## config.mk

```make
export PLATFORM = sky130hd
export DESIGN_NAME = fbs_status_ctrl
export DESIGN_NICKNAME = d
export VERILOG_FILES = /design/src/hdl/fbs_pkg.sv /design/src/hdl/fbs_status_ctrl.sv /design/src/hdl/fbs_sync.sv /design/src/hdl/fbs_edge.sv
export SDC_FILE = /design/constraint.sdc
export NUM_CORES = 1
export LEC_CHECK = 0
export ABC_AREA = 1
export BUFFER_PORTS_ARGS = -buffer_cell sky130_fd_sc_hd__buf_4
export CORE_AREA = 8 8 113 218
export DETAILED_ROUTE_END_ITERATION = 12
export DIE_AREA = 0 0 121 226
export PLACE_DENSITY_LB_ADDON = 0.08
export SLEW_MARGIN = 5
export SYNTH_ARGS = -nofsm -noshare
export SYNTH_HDL_FRONTEND = slang
export SYNTH_SLANG_ARGS = --single-unit
export TNS_END_PERCENT = 10
```

## constraint.sdc

```tcl
create_clock -name clk -period 3.87 [get_ports clk]
set_clock_uncertainty 0.1 [all_clocks]
set_input_delay 0 -clock clk [delete_from_list [all_inputs] [get_ports clk]]
set_output_delay 0 -clock clk [all_outputs]
set_load 0.02 [all_outputs]
```

## src/hdl/fbs_pkg.sv

```systemverilog
package fbs_pkg;
  // widths of the status fields
  localparam int STN_W = 8;                 // station number width
  localparam int CRC_W = 16;                // mapping checksum width
  // wishbone register byte offsets
  localparam logic [7:0] OFF_STATUS = 8'h00; // live status bits
  localparam logic [7:0] OFF_IRQ_STAT = 8'h04; // sticky event bits
  localparam logic [7:0] OFF_IRQ_MASK = 8'h08; // interrupt mask
  localparam logic [7:0] OFF_CTRL = 8'h0C;   // host output control word
  localparam logic [7:0] OFF_ECHO = 8'h10;   // echoed station and checksum
  localparam logic [7:0] OFF_CONFIG = 8'h14; // configured station and checksum
  // status bit positions
  localparam int B_FAULT = 0;
  localparam int B_ALARM_WAIT = 1;
  localparam int B_DIAG_WAIT = 2;
  localparam int B_STN_MIS = 3;
  localparam int B_MAP_MIS = 4;
  localparam int B_CLEAR_IND = 5;
  localparam int B_ACK_IND = 6;
  // control word fields
  localparam int C_ALARM_REQ = 0;
  localparam int C_STN_LSB = 8;
  localparam int C_CRC_LSB = 16;
  // event bit positions
  localparam int E_FAULT = 0;
  localparam int E_ALARM_SENT = 1;
  localparam int E_ALARM_ACK = 2;
  localparam int E_MISMATCH = 3;
  localparam int EV_W = 4;
  // reset values
  localparam logic [31:0] RST_WORD = 32'h0000_0000;
  localparam logic [EV_W-1:0] RST_EV = 4'h0;
  localparam logic [7:0] RST_STATUS = 8'h60; // clear and ack indicators rest high
endpackage

```

## src/hdl/fbs_status_ctrl.sv

```systemverilog
// What this block does
// - ident mismatch at parameterization sets fault
// - data link fault sets fault flag
// - exchange size mismatch sets fault flag
// - valid response clears fault flag
// - alarm waiting follows pending alarm
// - diag waiting follows pending diagnostics
// - station mismatch when actual differs expected
// - checksum mismatch when mappings disagree
// - clear indicator low in bus clear
// - ack indicator low after last ack
// - alarm only on request rising edge
// - report station number of this node
// - report own mapping checksum
// - one outstanding alarm until acknowledged
//
// Local design decisions: register access over Wishbone and the register offsets.
`timescale 1ns/10ps
`default_nettype none
module fbs_status_ctrl
  import fbs_pkg::*;
(
  input wire logic clk,
  input wire logic resetn,
  input wire logic ce,
  // wishbone classic slave
  input wire logic wb_cyc_i,
  input wire logic wb_stb_i,
  input wire logic wb_we_i,
  input wire logic [7:0] wb_adr_i,
  input wire logic [3:0] wb_sel_i,
  input wire logic [31:0] wb_dat_i,
  output logic [31:0] wb_dat_o,
  output logic wb_ack_o,
  // fieldbus events from the protocol engine, one cycle pulses
  input wire logic ident_mismatch_evt,
  input wire logic link_fault_evt,
  input wire logic size_mismatch_evt,
  input wire logic valid_resp_evt,
  // fieldbus levels from the network side, asynchronous
  input wire logic alarm_pending_in,
  input wire logic diag_pending_in,
  input wire logic bus_clear_in,
  input wire logic [STN_W-1:0] actual_station,
  // master acknowledge of the raised alarm, one cycle pulse
  input wire logic alarm_ack_evt,
  // alarm notification towards the master
  output logic alarm_notify,
  output logic irq
);
  // synchronised network levels; the station word is taken as static, so a
  // change may show one cycle of mixed bits in the mismatch compare
  logic [STN_W+2:0] sync_q;

  fbs_sync #(.W(STN_W+3)) u_sync (
    .clk(clk),
    .resetn(resetn),
    .ce(ce),
    .d({actual_station, bus_clear_in, diag_pending_in, alarm_pending_in}),
    .q(sync_q)
  );

  // whole block state
  typedef struct packed
  {
    logic fault;                  // node fault flag
    logic outstanding;            // alarm raised, not acknowledged
    logic ack_ind;                // alarm acknowledge indicator
    logic notify;                 // alarm notification pulse
    logic ctrl_upd;               // control word written this cycle
    logic [31:0] ctrl;            // host output control word
    logic [STN_W-1:0] cfg_stn;    // configured station of this node
    logic [CRC_W-1:0] cfg_crc;    // device mapping checksum
    logic [7:0] status;           // registered status bits
    logic [EV_W-1:0] ev_stat;     // sticky events
    logic [EV_W-1:0] ev_mask;     // interrupt mask
    logic irq;
    logic ack;
    logic [31:0] dat;
  } fbs_state_t;
  fbs_state_t st;
  fbs_state_t next_st;

  logic req_rise;

  // alarm request edge against previous control update
  fbs_edge u_edge (
    .clk(clk),
    .resetn(resetn),
    .ce(ce),
    .upd(st.ctrl_upd),
    .d(st.ctrl[C_ALARM_REQ]),
    .rise(req_rise)
  );

  // byte lane merge for writes
  function automatic logic [31:0] fbs_merge(input logic [31:0] old,
                                            input logic [31:0] nw,
                                            input logic [3:0] sel);
    logic [31:0] r;
    r = old;
    for (int i = 0; i < 4; i++)
      if (sel[i])
        r[i*8 +: 8] = nw[i*8 +: 8];
    return r;
  endfunction

  logic wb_req;
  logic [STN_W-1:0] exp_stn;
  logic [CRC_W-1:0] exp_crc;
  logic stn_mis;
  logic map_mis;
  logic [EV_W-1:0] ev_set;
  logic [31:0] wdat;
  logic [31:0] mask_wr; // mask register after the lane merge
  logic [31:0] cfg_wr; // config word after the lane merge

  // decode of request and host fields
  always_comb
  begin
    wb_req = wb_cyc_i && wb_stb_i && !st.ack;
    exp_stn = st.ctrl[C_STN_LSB +: STN_W];
    exp_crc = st.ctrl[C_CRC_LSB +: CRC_W];
    stn_mis = sync_q[STN_W+2:3] != exp_stn;
    map_mis = exp_crc != st.cfg_crc;
    wdat = fbs_merge(32'h0000_0000, wb_dat_i, wb_sel_i);
    mask_wr = fbs_merge({28'h000_0000, st.ev_mask}, wb_dat_i, wb_sel_i);
    cfg_wr = fbs_merge({st.cfg_crc, 8'h00, st.cfg_stn}, wb_dat_i, wb_sel_i);
  end

  // next state of the whole block
  always_comb
  begin
    next_st = st;
    ev_set = '0;
    if (ce)
    begin
      next_st.ack = wb_req;
      next_st.ctrl_upd = 1'b0;
      next_st.notify = 1'b0;
      // fault flag: set events win over the clearing response
      if (valid_resp_evt)
        next_st.fault = 1'b0;
      if (ident_mismatch_evt)
        next_st.fault = 1'b1;
      if (link_fault_evt)
        next_st.fault = 1'b1;
      if (size_mismatch_evt)
        next_st.fault = 1'b1;
      // alarm handshake with the master
      if (alarm_ack_evt && st.outstanding)
      begin
        next_st.outstanding = 1'b0;
        next_st.ack_ind = 1'b0;
        ev_set[E_ALARM_ACK] = 1'b1;
      end
      if (req_rise && !st.outstanding)
      begin
        next_st.outstanding = 1'b1;
        next_st.notify = 1'b1;
        next_st.ack_ind = 1'b1;
        ev_set[E_ALARM_SENT] = 1'b1;
      end
      ev_set[E_FAULT] = ident_mismatch_evt || link_fault_evt || size_mismatch_evt;
      ev_set[E_MISMATCH] = (stn_mis || map_mis) &&
                           !(st.status[B_STN_MIS] || st.status[B_MAP_MIS]);
      // live status word
      next_st.status = '0;
      next_st.status[B_FAULT] = next_st.fault;
      next_st.status[B_ALARM_WAIT] = sync_q[0];
      next_st.status[B_DIAG_WAIT] = sync_q[1];
      next_st.status[B_STN_MIS] = stn_mis;
      next_st.status[B_MAP_MIS] = map_mis;
      next_st.status[B_CLEAR_IND] = !sync_q[2];
      next_st.status[B_ACK_IND] = next_st.ack_ind;
      // register access
      next_st.dat = 32'h0000_0000;
      if (wb_req && wb_we_i)
      begin
        unique case (wb_adr_i)
          OFF_IRQ_STAT: next_st.ev_stat = st.ev_stat & ~wdat[EV_W-1:0];
          OFF_IRQ_MASK: next_st.ev_mask = mask_wr[EV_W-1:0];
          OFF_CTRL:
          begin
            next_st.ctrl = fbs_merge(st.ctrl, wb_dat_i, wb_sel_i);
            next_st.ctrl_upd = 1'b1;
          end
          OFF_CONFIG:
          begin
            next_st.cfg_stn = cfg_wr[STN_W-1:0];
            next_st.cfg_crc = cfg_wr[C_CRC_LSB +: CRC_W];
          end
          default: ;
        endcase
      end
      else if (wb_req)
      begin
        unique case (wb_adr_i)
          OFF_STATUS: next_st.dat = {24'h00_0000, st.status};
          OFF_IRQ_STAT: next_st.dat = {28'h000_0000, st.ev_stat};
          OFF_IRQ_MASK: next_st.dat = {28'h000_0000, st.ev_mask};
          OFF_CTRL: next_st.dat = st.ctrl;
          OFF_ECHO: next_st.dat = {st.cfg_crc, 8'h00, st.cfg_stn};
          OFF_CONFIG: next_st.dat = {st.cfg_crc, 8'h00, st.cfg_stn};
          default: next_st.dat = 32'h0000_0000;
        endcase
      end
      // set wins over the write-one clear
      next_st.ev_stat = next_st.ev_stat | ev_set;
      next_st.irq = |(next_st.ev_stat & next_st.ev_mask);
    end
  end

  // register all state
  always_ff @(posedge clk or negedge resetn)
  begin
    if (!resetn)
    begin
      st <= '0;
      // no alarm pending yet, so the ack indicator rests high
      st.ack_ind <= RST_STATUS[B_ACK_IND];
      st.status <= RST_STATUS;
    end
    else
      st <= next_st;
  end

  assign wb_dat_o = st.dat;
  assign wb_ack_o = st.ack;
  assign alarm_notify = st.notify;
  assign irq = st.irq;

  // fault set one cycle after a fault event
  property p_fault_set;
    @(posedge clk) disable iff (!resetn)
      (ce && (link_fault_evt || ident_mismatch_evt || size_mismatch_evt)) |=> st.fault;
  endproperty
  a_fault_set: assert property (p_fault_set) else $error("fault not set");

  // fault cleared by a lone valid response
  property p_fault_clr;
    @(posedge clk) disable iff (!resetn)
      (ce && valid_resp_evt && !link_fault_evt && !ident_mismatch_evt &&
       !size_mismatch_evt) |=> !st.fault;
  endproperty
  a_fault_clr: assert property (p_fault_clr) else $error("fault not cleared");

  // notify only when a rise met no outstanding alarm
  property p_notify_cause;
    @(posedge clk) disable iff (!resetn)
      st.notify && $past(ce) |-> $past(req_rise) && !$past(st.outstanding);
  endproperty
  a_notify_cause: assert property (p_notify_cause) else $error("spurious alarm");

  // no second alarm while one is outstanding
  property p_one_alarm;
    @(posedge clk) disable iff (!resetn)
      st.outstanding && $past(ce) |-> !st.notify || !$past(st.outstanding);
  endproperty
  a_one_alarm: assert property (p_one_alarm) else $error("second alarm raised");

  // ack indicator drops on acknowledge
  property p_ack_ind;
    @(posedge clk) disable iff (!resetn)
      (ce && alarm_ack_evt && st.outstanding && !req_rise) |=> !st.ack_ind && !st.status[B_ACK_IND];
  endproperty
  a_ack_ind: assert property (p_ack_ind) else $error("ack indicator stuck");

  // clear indicator inverts the synchronised level
  property p_clear;
    @(posedge clk) disable iff (!resetn)
      ce |=> st.status[B_CLEAR_IND] == !$past(sync_q[2]);
  endproperty
  a_clear: assert property (p_clear) else $error("clear indicator wrong");

  // station mismatch follows comparison
  property p_stn;
    @(posedge clk) disable iff (!resetn)
      ce |=> st.status[B_STN_MIS] == $past(stn_mis);
  endproperty
  a_stn: assert property (p_stn) else $error("station mismatch wrong");

  // wishbone ack is a single pulse
  property p_wb_ack;
    @(posedge clk) disable iff (!resetn)
      (ce && st.ack) |=> !st.ack;
  endproperty
  a_wb_ack: assert property (p_wb_ack) else $error("ack held");

  // ident mismatch shows in the status fault bit
  property p_ident;
    @(posedge clk) disable iff (!resetn)
      (ce && ident_mismatch_evt) |=> st.status[B_FAULT];
  endproperty
  a_ident: assert property (p_ident) else $error("ident fault not shown");

  // size mismatch shows in the status fault bit
  property p_size;
    @(posedge clk) disable iff (!resetn)
      (ce && size_mismatch_evt) |=> st.status[B_FAULT];
  endproperty
  a_size: assert property (p_size) else $error("size fault not shown");

  // alarm waiting follows the synchronised level
  property p_alarm_wait;
    @(posedge clk) disable iff (!resetn)
      ce |=> st.status[B_ALARM_WAIT] == $past(sync_q[0]);
  endproperty
  a_alarm_wait: assert property (p_alarm_wait) else $error("alarm waiting wrong");

  // diagnostics waiting follows the synchronised level
  property p_diag_wait;
    @(posedge clk) disable iff (!resetn)
      ce |=> st.status[B_DIAG_WAIT] == $past(sync_q[1]);
  endproperty
  a_diag_wait: assert property (p_diag_wait) else $error("diag waiting wrong");

  // checksum mismatch follows comparison
  property p_map;
    @(posedge clk) disable iff (!resetn)
      ce |=> st.status[B_MAP_MIS] == $past(map_mis);
  endproperty
  a_map: assert property (p_map) else $error("checksum mismatch wrong");

  // a raised alarm sets the ack indicator and stays outstanding
  property p_ack_raise;
    @(posedge clk) disable iff (!resetn)
      (ce && req_rise && !st.outstanding) |=> st.ack_ind && st.outstanding;
  endproperty
  a_ack_raise: assert property (p_ack_raise) else $error("raise not recorded");

  // the notification never lasts two enabled cycles
  property p_notify_pulse;
    @(posedge clk) disable iff (!resetn)
      (ce && st.notify) |=> !st.notify;
  endproperty
  a_notify_pulse: assert property (p_notify_pulse) else $error("alarm repeated");

  // echo read returns the held station and checksum
  property p_echo;
    @(posedge clk) disable iff (!resetn)
      (ce && wb_req && !wb_we_i && wb_adr_i == OFF_ECHO) |=>
        st.dat == {st.cfg_crc, 8'h00, st.cfg_stn};
  endproperty
  a_echo: assert property (p_echo) else $error("echo word wrong");

  // interrupt level matches the masked sticky events
  property p_irq;
    @(posedge clk) disable iff (!resetn)
      ce |=> st.irq == |(st.ev_stat & st.ev_mask);
  endproperty
  a_irq: assert property (p_irq) else $error("irq level wrong");
endmodule
`default_nettype wire

```

## src/hdl/fbs_sync.sv

```systemverilog
`timescale 1ns/10ps
`default_nettype none
// two flop synchroniser for external level inputs
module fbs_sync
  import fbs_pkg::*;
#(
  parameter int W = 1
)(
  input wire logic clk,
  input wire logic resetn,
  input wire logic ce,
  input wire logic [W-1:0] d,
  output logic [W-1:0] q
);
  // state: first and second stage
  typedef struct packed
  {
    logic [W-1:0] s1;
    logic [W-1:0] s2;
  } fbs_sync_t;
  fbs_sync_t st;
  fbs_sync_t next_st;

  // shift the input along the chain
  always_comb
  begin
    next_st = st;
    if (ce)
    begin
      next_st.s1 = d;
      next_st.s2 = st.s1;
    end
  end

  // register the chain
  always_ff @(posedge clk or negedge resetn)
  begin
    if (!resetn)
      st <= '0;
    else
      st <= next_st;
  end

  assign q = st.s2;
endmodule
`default_nettype wire

```

## src/hdl/fbs_edge.sv

```systemverilog
`timescale 1ns/10ps
`default_nettype none
// rising edge detector against the value of the previous update
module fbs_edge
  import fbs_pkg::*;
(
  input wire logic clk,
  input wire logic resetn,
  input wire logic ce,
  input wire logic upd,
  input wire logic d,
  output logic rise
);
  // state: held previous value and edge pulse
  typedef struct packed
  {
    logic prev;
    logic rise;
  } fbs_edge_t;
  fbs_edge_t st;
  fbs_edge_t next_st;

  // compare with the value of the last assembly update
  always_comb
  begin
    next_st = st;
    if (ce)
    begin
      next_st.rise = 1'b0;
      if (upd)
      begin
        next_st.rise = d && !st.prev;
        next_st.prev = d;
      end
    end
  end

  // register edge state
  always_ff @(posedge clk or negedge resetn)
  begin
    if (!resetn)
      st <= '0;
    else
      st <= next_st;
  end

  assign rise = st.rise;
endmodule
`default_nettype wire

```

# --- Word level (Yosys, flattened, before mapping) ---
# Cells that the tools add are included.
classes:
  bitwise_logic: 4
  n_mux: 30
  n_reduce_logical: 29
  eq_ne: 7
ops:
  columns: ["cell", "count"]
  rows:
  - ["$pmux 32 s5", 1]
  - ["$mux 8", 9]
  - ["$mux 32", 2]
  - ["$mux 57", 1]
  - ["$mux 33", 1]
  - ["$reduce_and 4->1", 7]
  - ["$mux 24", 1]
  - ["$eq 8x4->1 const B", 2]
  - ["$eq 8x5->1 const B", 2]
  - ["$mux 4", 4]
  - ["$ne 16x16->1", 1]
  - ["$mux 1", 9]
  - ["$and 4x4->4", 2]
  - ["$eq 8x3->1 const B", 1]
  - ["$logic_not 8->1", 1]
  - ["$ne 8x8->1", 1]
  - ["$logic_and 1x1->1", 7]
  - ["$logic_not 1->1", 5]
  - ["$logic_or 1x1->1", 4]
  - ["$not 4->4", 1]
  - ["$or 4x4->4", 1]
  - ["$reduce_and 2->1", 2]
  - ["$reduce_or 4->1", 1]
  - ["$mux 3", 1]
  - ["3 further kinds", 3]
totals:
  ff_bits: 134
  elab_cells: 92
  output_inout_bits: 35

# --- Depth between registers and ports, before layout ---
depth:
  word_depth: 9
  mapped_depth: 11

# --- Modules after synthesis ---
# Synthesis repeated with hierarchy kept, for this count alone.
unflattened:
  cells_unflattened: 774
  area_unflattened_um2: 6427.4
by_module_without_submodules:
  columns: ["mod", "area_each_um2", "seq_area_each_um2", "n_inst", "cells_per_inst"]
  rows:
  - ["fbs_status_ctrl", 5417.7, 2705.1, 1, 659]
  - ["fbs_sync", 922.1, 550.5, 1, 104]
  - ["fbs_edge", 87.6, 50.0, 1, 11]

# --- Worst setup path before layout ---
# OpenSTA, ideal clock, no wires.
synth_path:
  path_kind: "register -> register"
  startpoint: "reg st, in the netlist wb_ack_o"
  endpoint: "reg st, in the netlist exp_stn[2]"
  path_stages_with_launch: 6
  path_slack_ns: 2.262
  arrival_ns: 1.380
  t_required_ns: 3.642
  period_less_slack_ns: 1.608
  path_cell_list: "dfrtp_1 inv_1 nand4_2 inv_2 nand4_4 mux2_1"
synth_via:
  elab_chain_len: 4
synth_rtl:
  columns: ["item", "line", "text"]
  rows:
  - ["start: declaration", "fbs_status_ctrl.sv:81", "fbs_state_t st;"]
  - ["start signal: assignment", "fbs_status_ctrl.sv:225", "st <= next_st;"]
  - ["$logic_not 1->1", "fbs_status_ctrl.sv:121", "wb_req = wb_cyc_i && wb_stb_i && !st.ack;"]
  - ["$logic_and 1x1->1", "fbs_status_ctrl.sv:121", null]
  - ["$logic_and 1x1->1", "fbs_status_ctrl.sv:178", "if (wb_req && wb_we_i)"]
  - ["$reduce_and 4->1 (no source line)", null, null]
# Every way passes these cells.
# A chain may end at the register's enable or synchronous reset.

# --- Worst setup path after layout ---
layout_path:
  startpoint: "in wb_adr_i[0]"
  endpoint: "reg st, in the netlist exp_stn[2]"
layout_via:
  elab_chain_len: 2
layout_rtl:
  columns: ["item", "line", "text"]
  rows:
  - ["start: declaration", "fbs_status_ctrl.sv:30", "input wire logic [7:0] wb_adr_i,"]
  - ["$eq 8x4->1", "fbs_status_ctrl.sv:180", "unique case (wb_adr_i)"]
  - ["$reduce_and 4->1 (no source line)", null, null]
# Every way passes these cells.

==> impl_metrics.tcl <==
set metrics [dict create \
    status "finished, final reports clean" \
    first_iter_violations 284 \
    cts_made_buffers 17 \
    instances_no_fill 1172 \
    ant_nets 0 \
    hpwl_mm 12.0 \
    cts.sink_count 132 \
    htreeDepth 4 \
    tns_ns 0 \
    ctsResizeCount 0 \
    hold_class "in2reg" \
    antenna_found_initial 0 \
    cts_tree "yes" \
    drive_above_1_share 0.204 \
    end_kind "flop" \
    start_util 0.293 \
    design_area_um2 8370 \
    placed_cells 1077 \
    synth_nets 817 \
    clk_latency_ns 0.41 \
    ctsHoldBuffers 64 \
    via_per_inst 4.31 \
    synth.cell_area_um2 6400 \
    crit_type "in2reg" \
    core_um2 21900 \
    die_height_um 226 \
    die_area_um2 27300 \
    vdd_ir_drop_max_mv 0.219 \
    grt_first_pass_wirelength_mm 28.1 \
    setup_viol 0 \
    grt_pass1_vias 5373 \
    startpoint_type "primary input" \
    die-width_um 121 \
    wirelength_mm 16.9 \
    rows 77 \
    vias 5054 \
    worstMarginPinSlew_ns 0.702 \
    cts.clk_slew.worst_paths_ns 0.06 \
    port_buffers 100 \
    root_buffer "clkbuf_16" \
    placed_cell_area_um2 7140 \
    syn_to_final_growth_pct 30.7 \
    cp_max_fo 13 \
    seq_area_frac_synth 0.517 \
    maxSlewHeadroom 0.531 \
    max_freq_mhz 363 \
    finalCritPeriodShare 0.711 \
    ys_ff_latch 132 \
    drt-wirelength-per-cell_um 14.4 \
    powerDensity_nw_per_um2 403 \
    diodes 0 \
    grt_overflow_total 0 \
    drc 0 \
    firstDrtPassIters 6 \
    rsz0062_at_grt "no" \
    pre_cts_ws_ns 1.75 \
    ys_types 36 \
    track_usage 0.131 \
    gp_congestion 0.739 \
    cp.arrival_ns 2.94 \
    final.min_clock_period_ns 2.75 \
    finalHoldViolations 0 \
    cts_setup_buffers 0 \
    max_cap_viol_count 0 \
    syn_area_per_cell_um2 8.52 \
    clockBufferDepth 2 \
    yosysWarnings 0 \
    fin_nets 950 \
    netlist_instances 751 \
    p_leak_nw 4.14 \
    required_ns 4.06 \
    pin_count 101 \
    postLayoutSetupSlackWorst_ns 1.12 \
    finalMaxSlewViolations 0 \
    grt_max_degree 63 \
]
-- metrics by stage --
stage	power, mW	hold WS, ns	util
floorplan	1.61	-0.396	-
global placement	1.75	-0.0607	0.327
global route	3.53	0.0442	0.383
CTS	3.42	0.00928	0.383
detailed placement	1.75	-0.0570	0.327
finish	3.37	0.0243	0.383
-- cells in the mapped netlist --
master | n | area, um2
nand2_1 | 259 | 972
dfrtp_1 | 130 | 3250
inv_1 | 89 | 334
o21ai_0 | 60 | 300
buf_4 | 35 | 263
nor2_1 | 25 | 93.8
a22o_1 | 18 | 158
o21ai_1 | 18 | 90.1
nand3_1 | 17 | 85.1
o21ai_2 | 16 | 140
clkbuf_1 | 10 | 37.5
o22ai_1 | 10 | 62.6
buf_6 | 7 | 78.8
mux2_2 | 7 | 78.8
inv_2 | 6 | 22.5
nor2_4 | 6 | 67.6
a21oi_1 | 5 | 25.0
a22oi_1 | 4 | 30.0
nand2_2 | 4 | 25.0
nor2_2 | 4 | 25.0
nand3_4 | 3 | 52.6
dfstp_2 | 2 | 52.6
o21a_1 | 2 | 15.0
xor2_1 | 2 | 17.5
a21boi_1 | 1 | 7.51
a31oi_1 | 1 | 6.26
buf_1 | 1 | 3.75
buf_2 | 1 | 5.00
mux2_1 | 1 | 11.3
nand4_1 | 1 | 6.26
nand4_2 | 1 | 12.5
nand4_4 | 1 | 21.3
nor3_1 | 1 | 5.00
nor3_4 | 1 | 16.3
o211ai_1 | 1 | 7.51
o21ai_4 | 1 | 16.3
-- cell type report --
cell class	count	area, um2
Fill cell	2256	13500
Timing Repair Buffer	168	1430
Clock buffer	26	509
Sequential cell	132	3310
Multi-Input combinational cell	470	2350
Tap cell	276	345
Clock inverter	5	75.1
Inverter	95	357
-- critical path, cell delays in order --
cell and delay [ns]:
dlygate4sd3_1 0.54, buf_4 0.14, nor2_4 0.11, nand3_1 0.14
inv_2 0.11, nand2_1 0.33, inv_2 0.41, nand4_4 0.24
mux2_1 0.36, dlygate4sd3_1 0.56
-- logic make-up after synthesis --
logic type,count (synthesis),share of synthesized area
DFF,132,0.517
and+or+nand+nor,323,0.216
AOI/OAI and AO/OA,137,0.134
muxes,8,0.0141
buffers and inverters,149,0.116
xor gates and xnor gates,2,0.00274
-- routing by layer --
layer,GRT usage,up-vias,part of all wire
met5,0,-,0
met2,0.209,89,0.48
met1,0.170,2347,0.47
li1,-,2610,-
met4,0.0426,0,0.0093
met3,0.0303,8,0.041
-- sequential cells by signal (all words and copies together), names as in the netlist --
| name | cells |
|---|---|
| irq | 1 |
| st | 49 |
| u_sync.q | 11 |
| u_edge.st | 1 |
| u_sync.st | 11 |
| wb_ack_o | 1 |
| u_edge.rise | 1 |
| alarm_notify | 1 |
| exp_crc | 16 |
| wb_dat_o | 32 |
| exp_stn | 8 |
-- cells in the final DEF, fill, tap and decap left out, types with 4 or more instances in the layout --
cell,instances
clkbuf_16,17
a22o_1,18
a21oi_1,5
a22oi_1,4
buf_4,103
mux2_2,7
nor2_1,25
dlygate4sd3_1,64
nor2_4,6
inv_2,6
nand3_1,17
nand2_2,4
o21ai_1,18
clkbuf_1,4
nand2_1,259
o21ai_2,16
clkbuf_8,5
o22ai_1,10
nor2_2,4
dfrtp_1,130
inv_1,89
o21ai_0,60
-- path summary, 6_finish.rpt --
kind / start / endpoint / slack, ns / cells past startpoint
hold reg to reg: u_sync.q[2]$_DFFE_PN0P_ / st[47]$_DFFE_PN1P_ / 0.34 / 1
setup reg to reg: wb_ack_o$_DFFE_PN0P_ / exp_stn[2]$_DFFE_PN0P_ / 1.58 / 6
hold / removal: wb_adr_i[2] / wb_dat_o[2]$_DFFE_PN0P_ / 0.02 / 6
setup / recovery: wb_adr_i[0] / exp_stn[2]$_DFFE_PN0P_ / 1.12 / 10
max in group asynchronous: resetn / st[108]$_DFFE_PN1P_ / 2.64 / 3
min in group asynchronous: resetn / st[62]$_DFFE_PN0P_ / 0.04 / 2
-- where the power goes --
part / switching (mW) / internal [mW]
Sequential: 0.0342 / 1.44
Clock: 0.579 / 1.03
Combinational: 0.159 / 0.133
Total: 0.772 / 2.60
(Power assumes the default switching activity.)
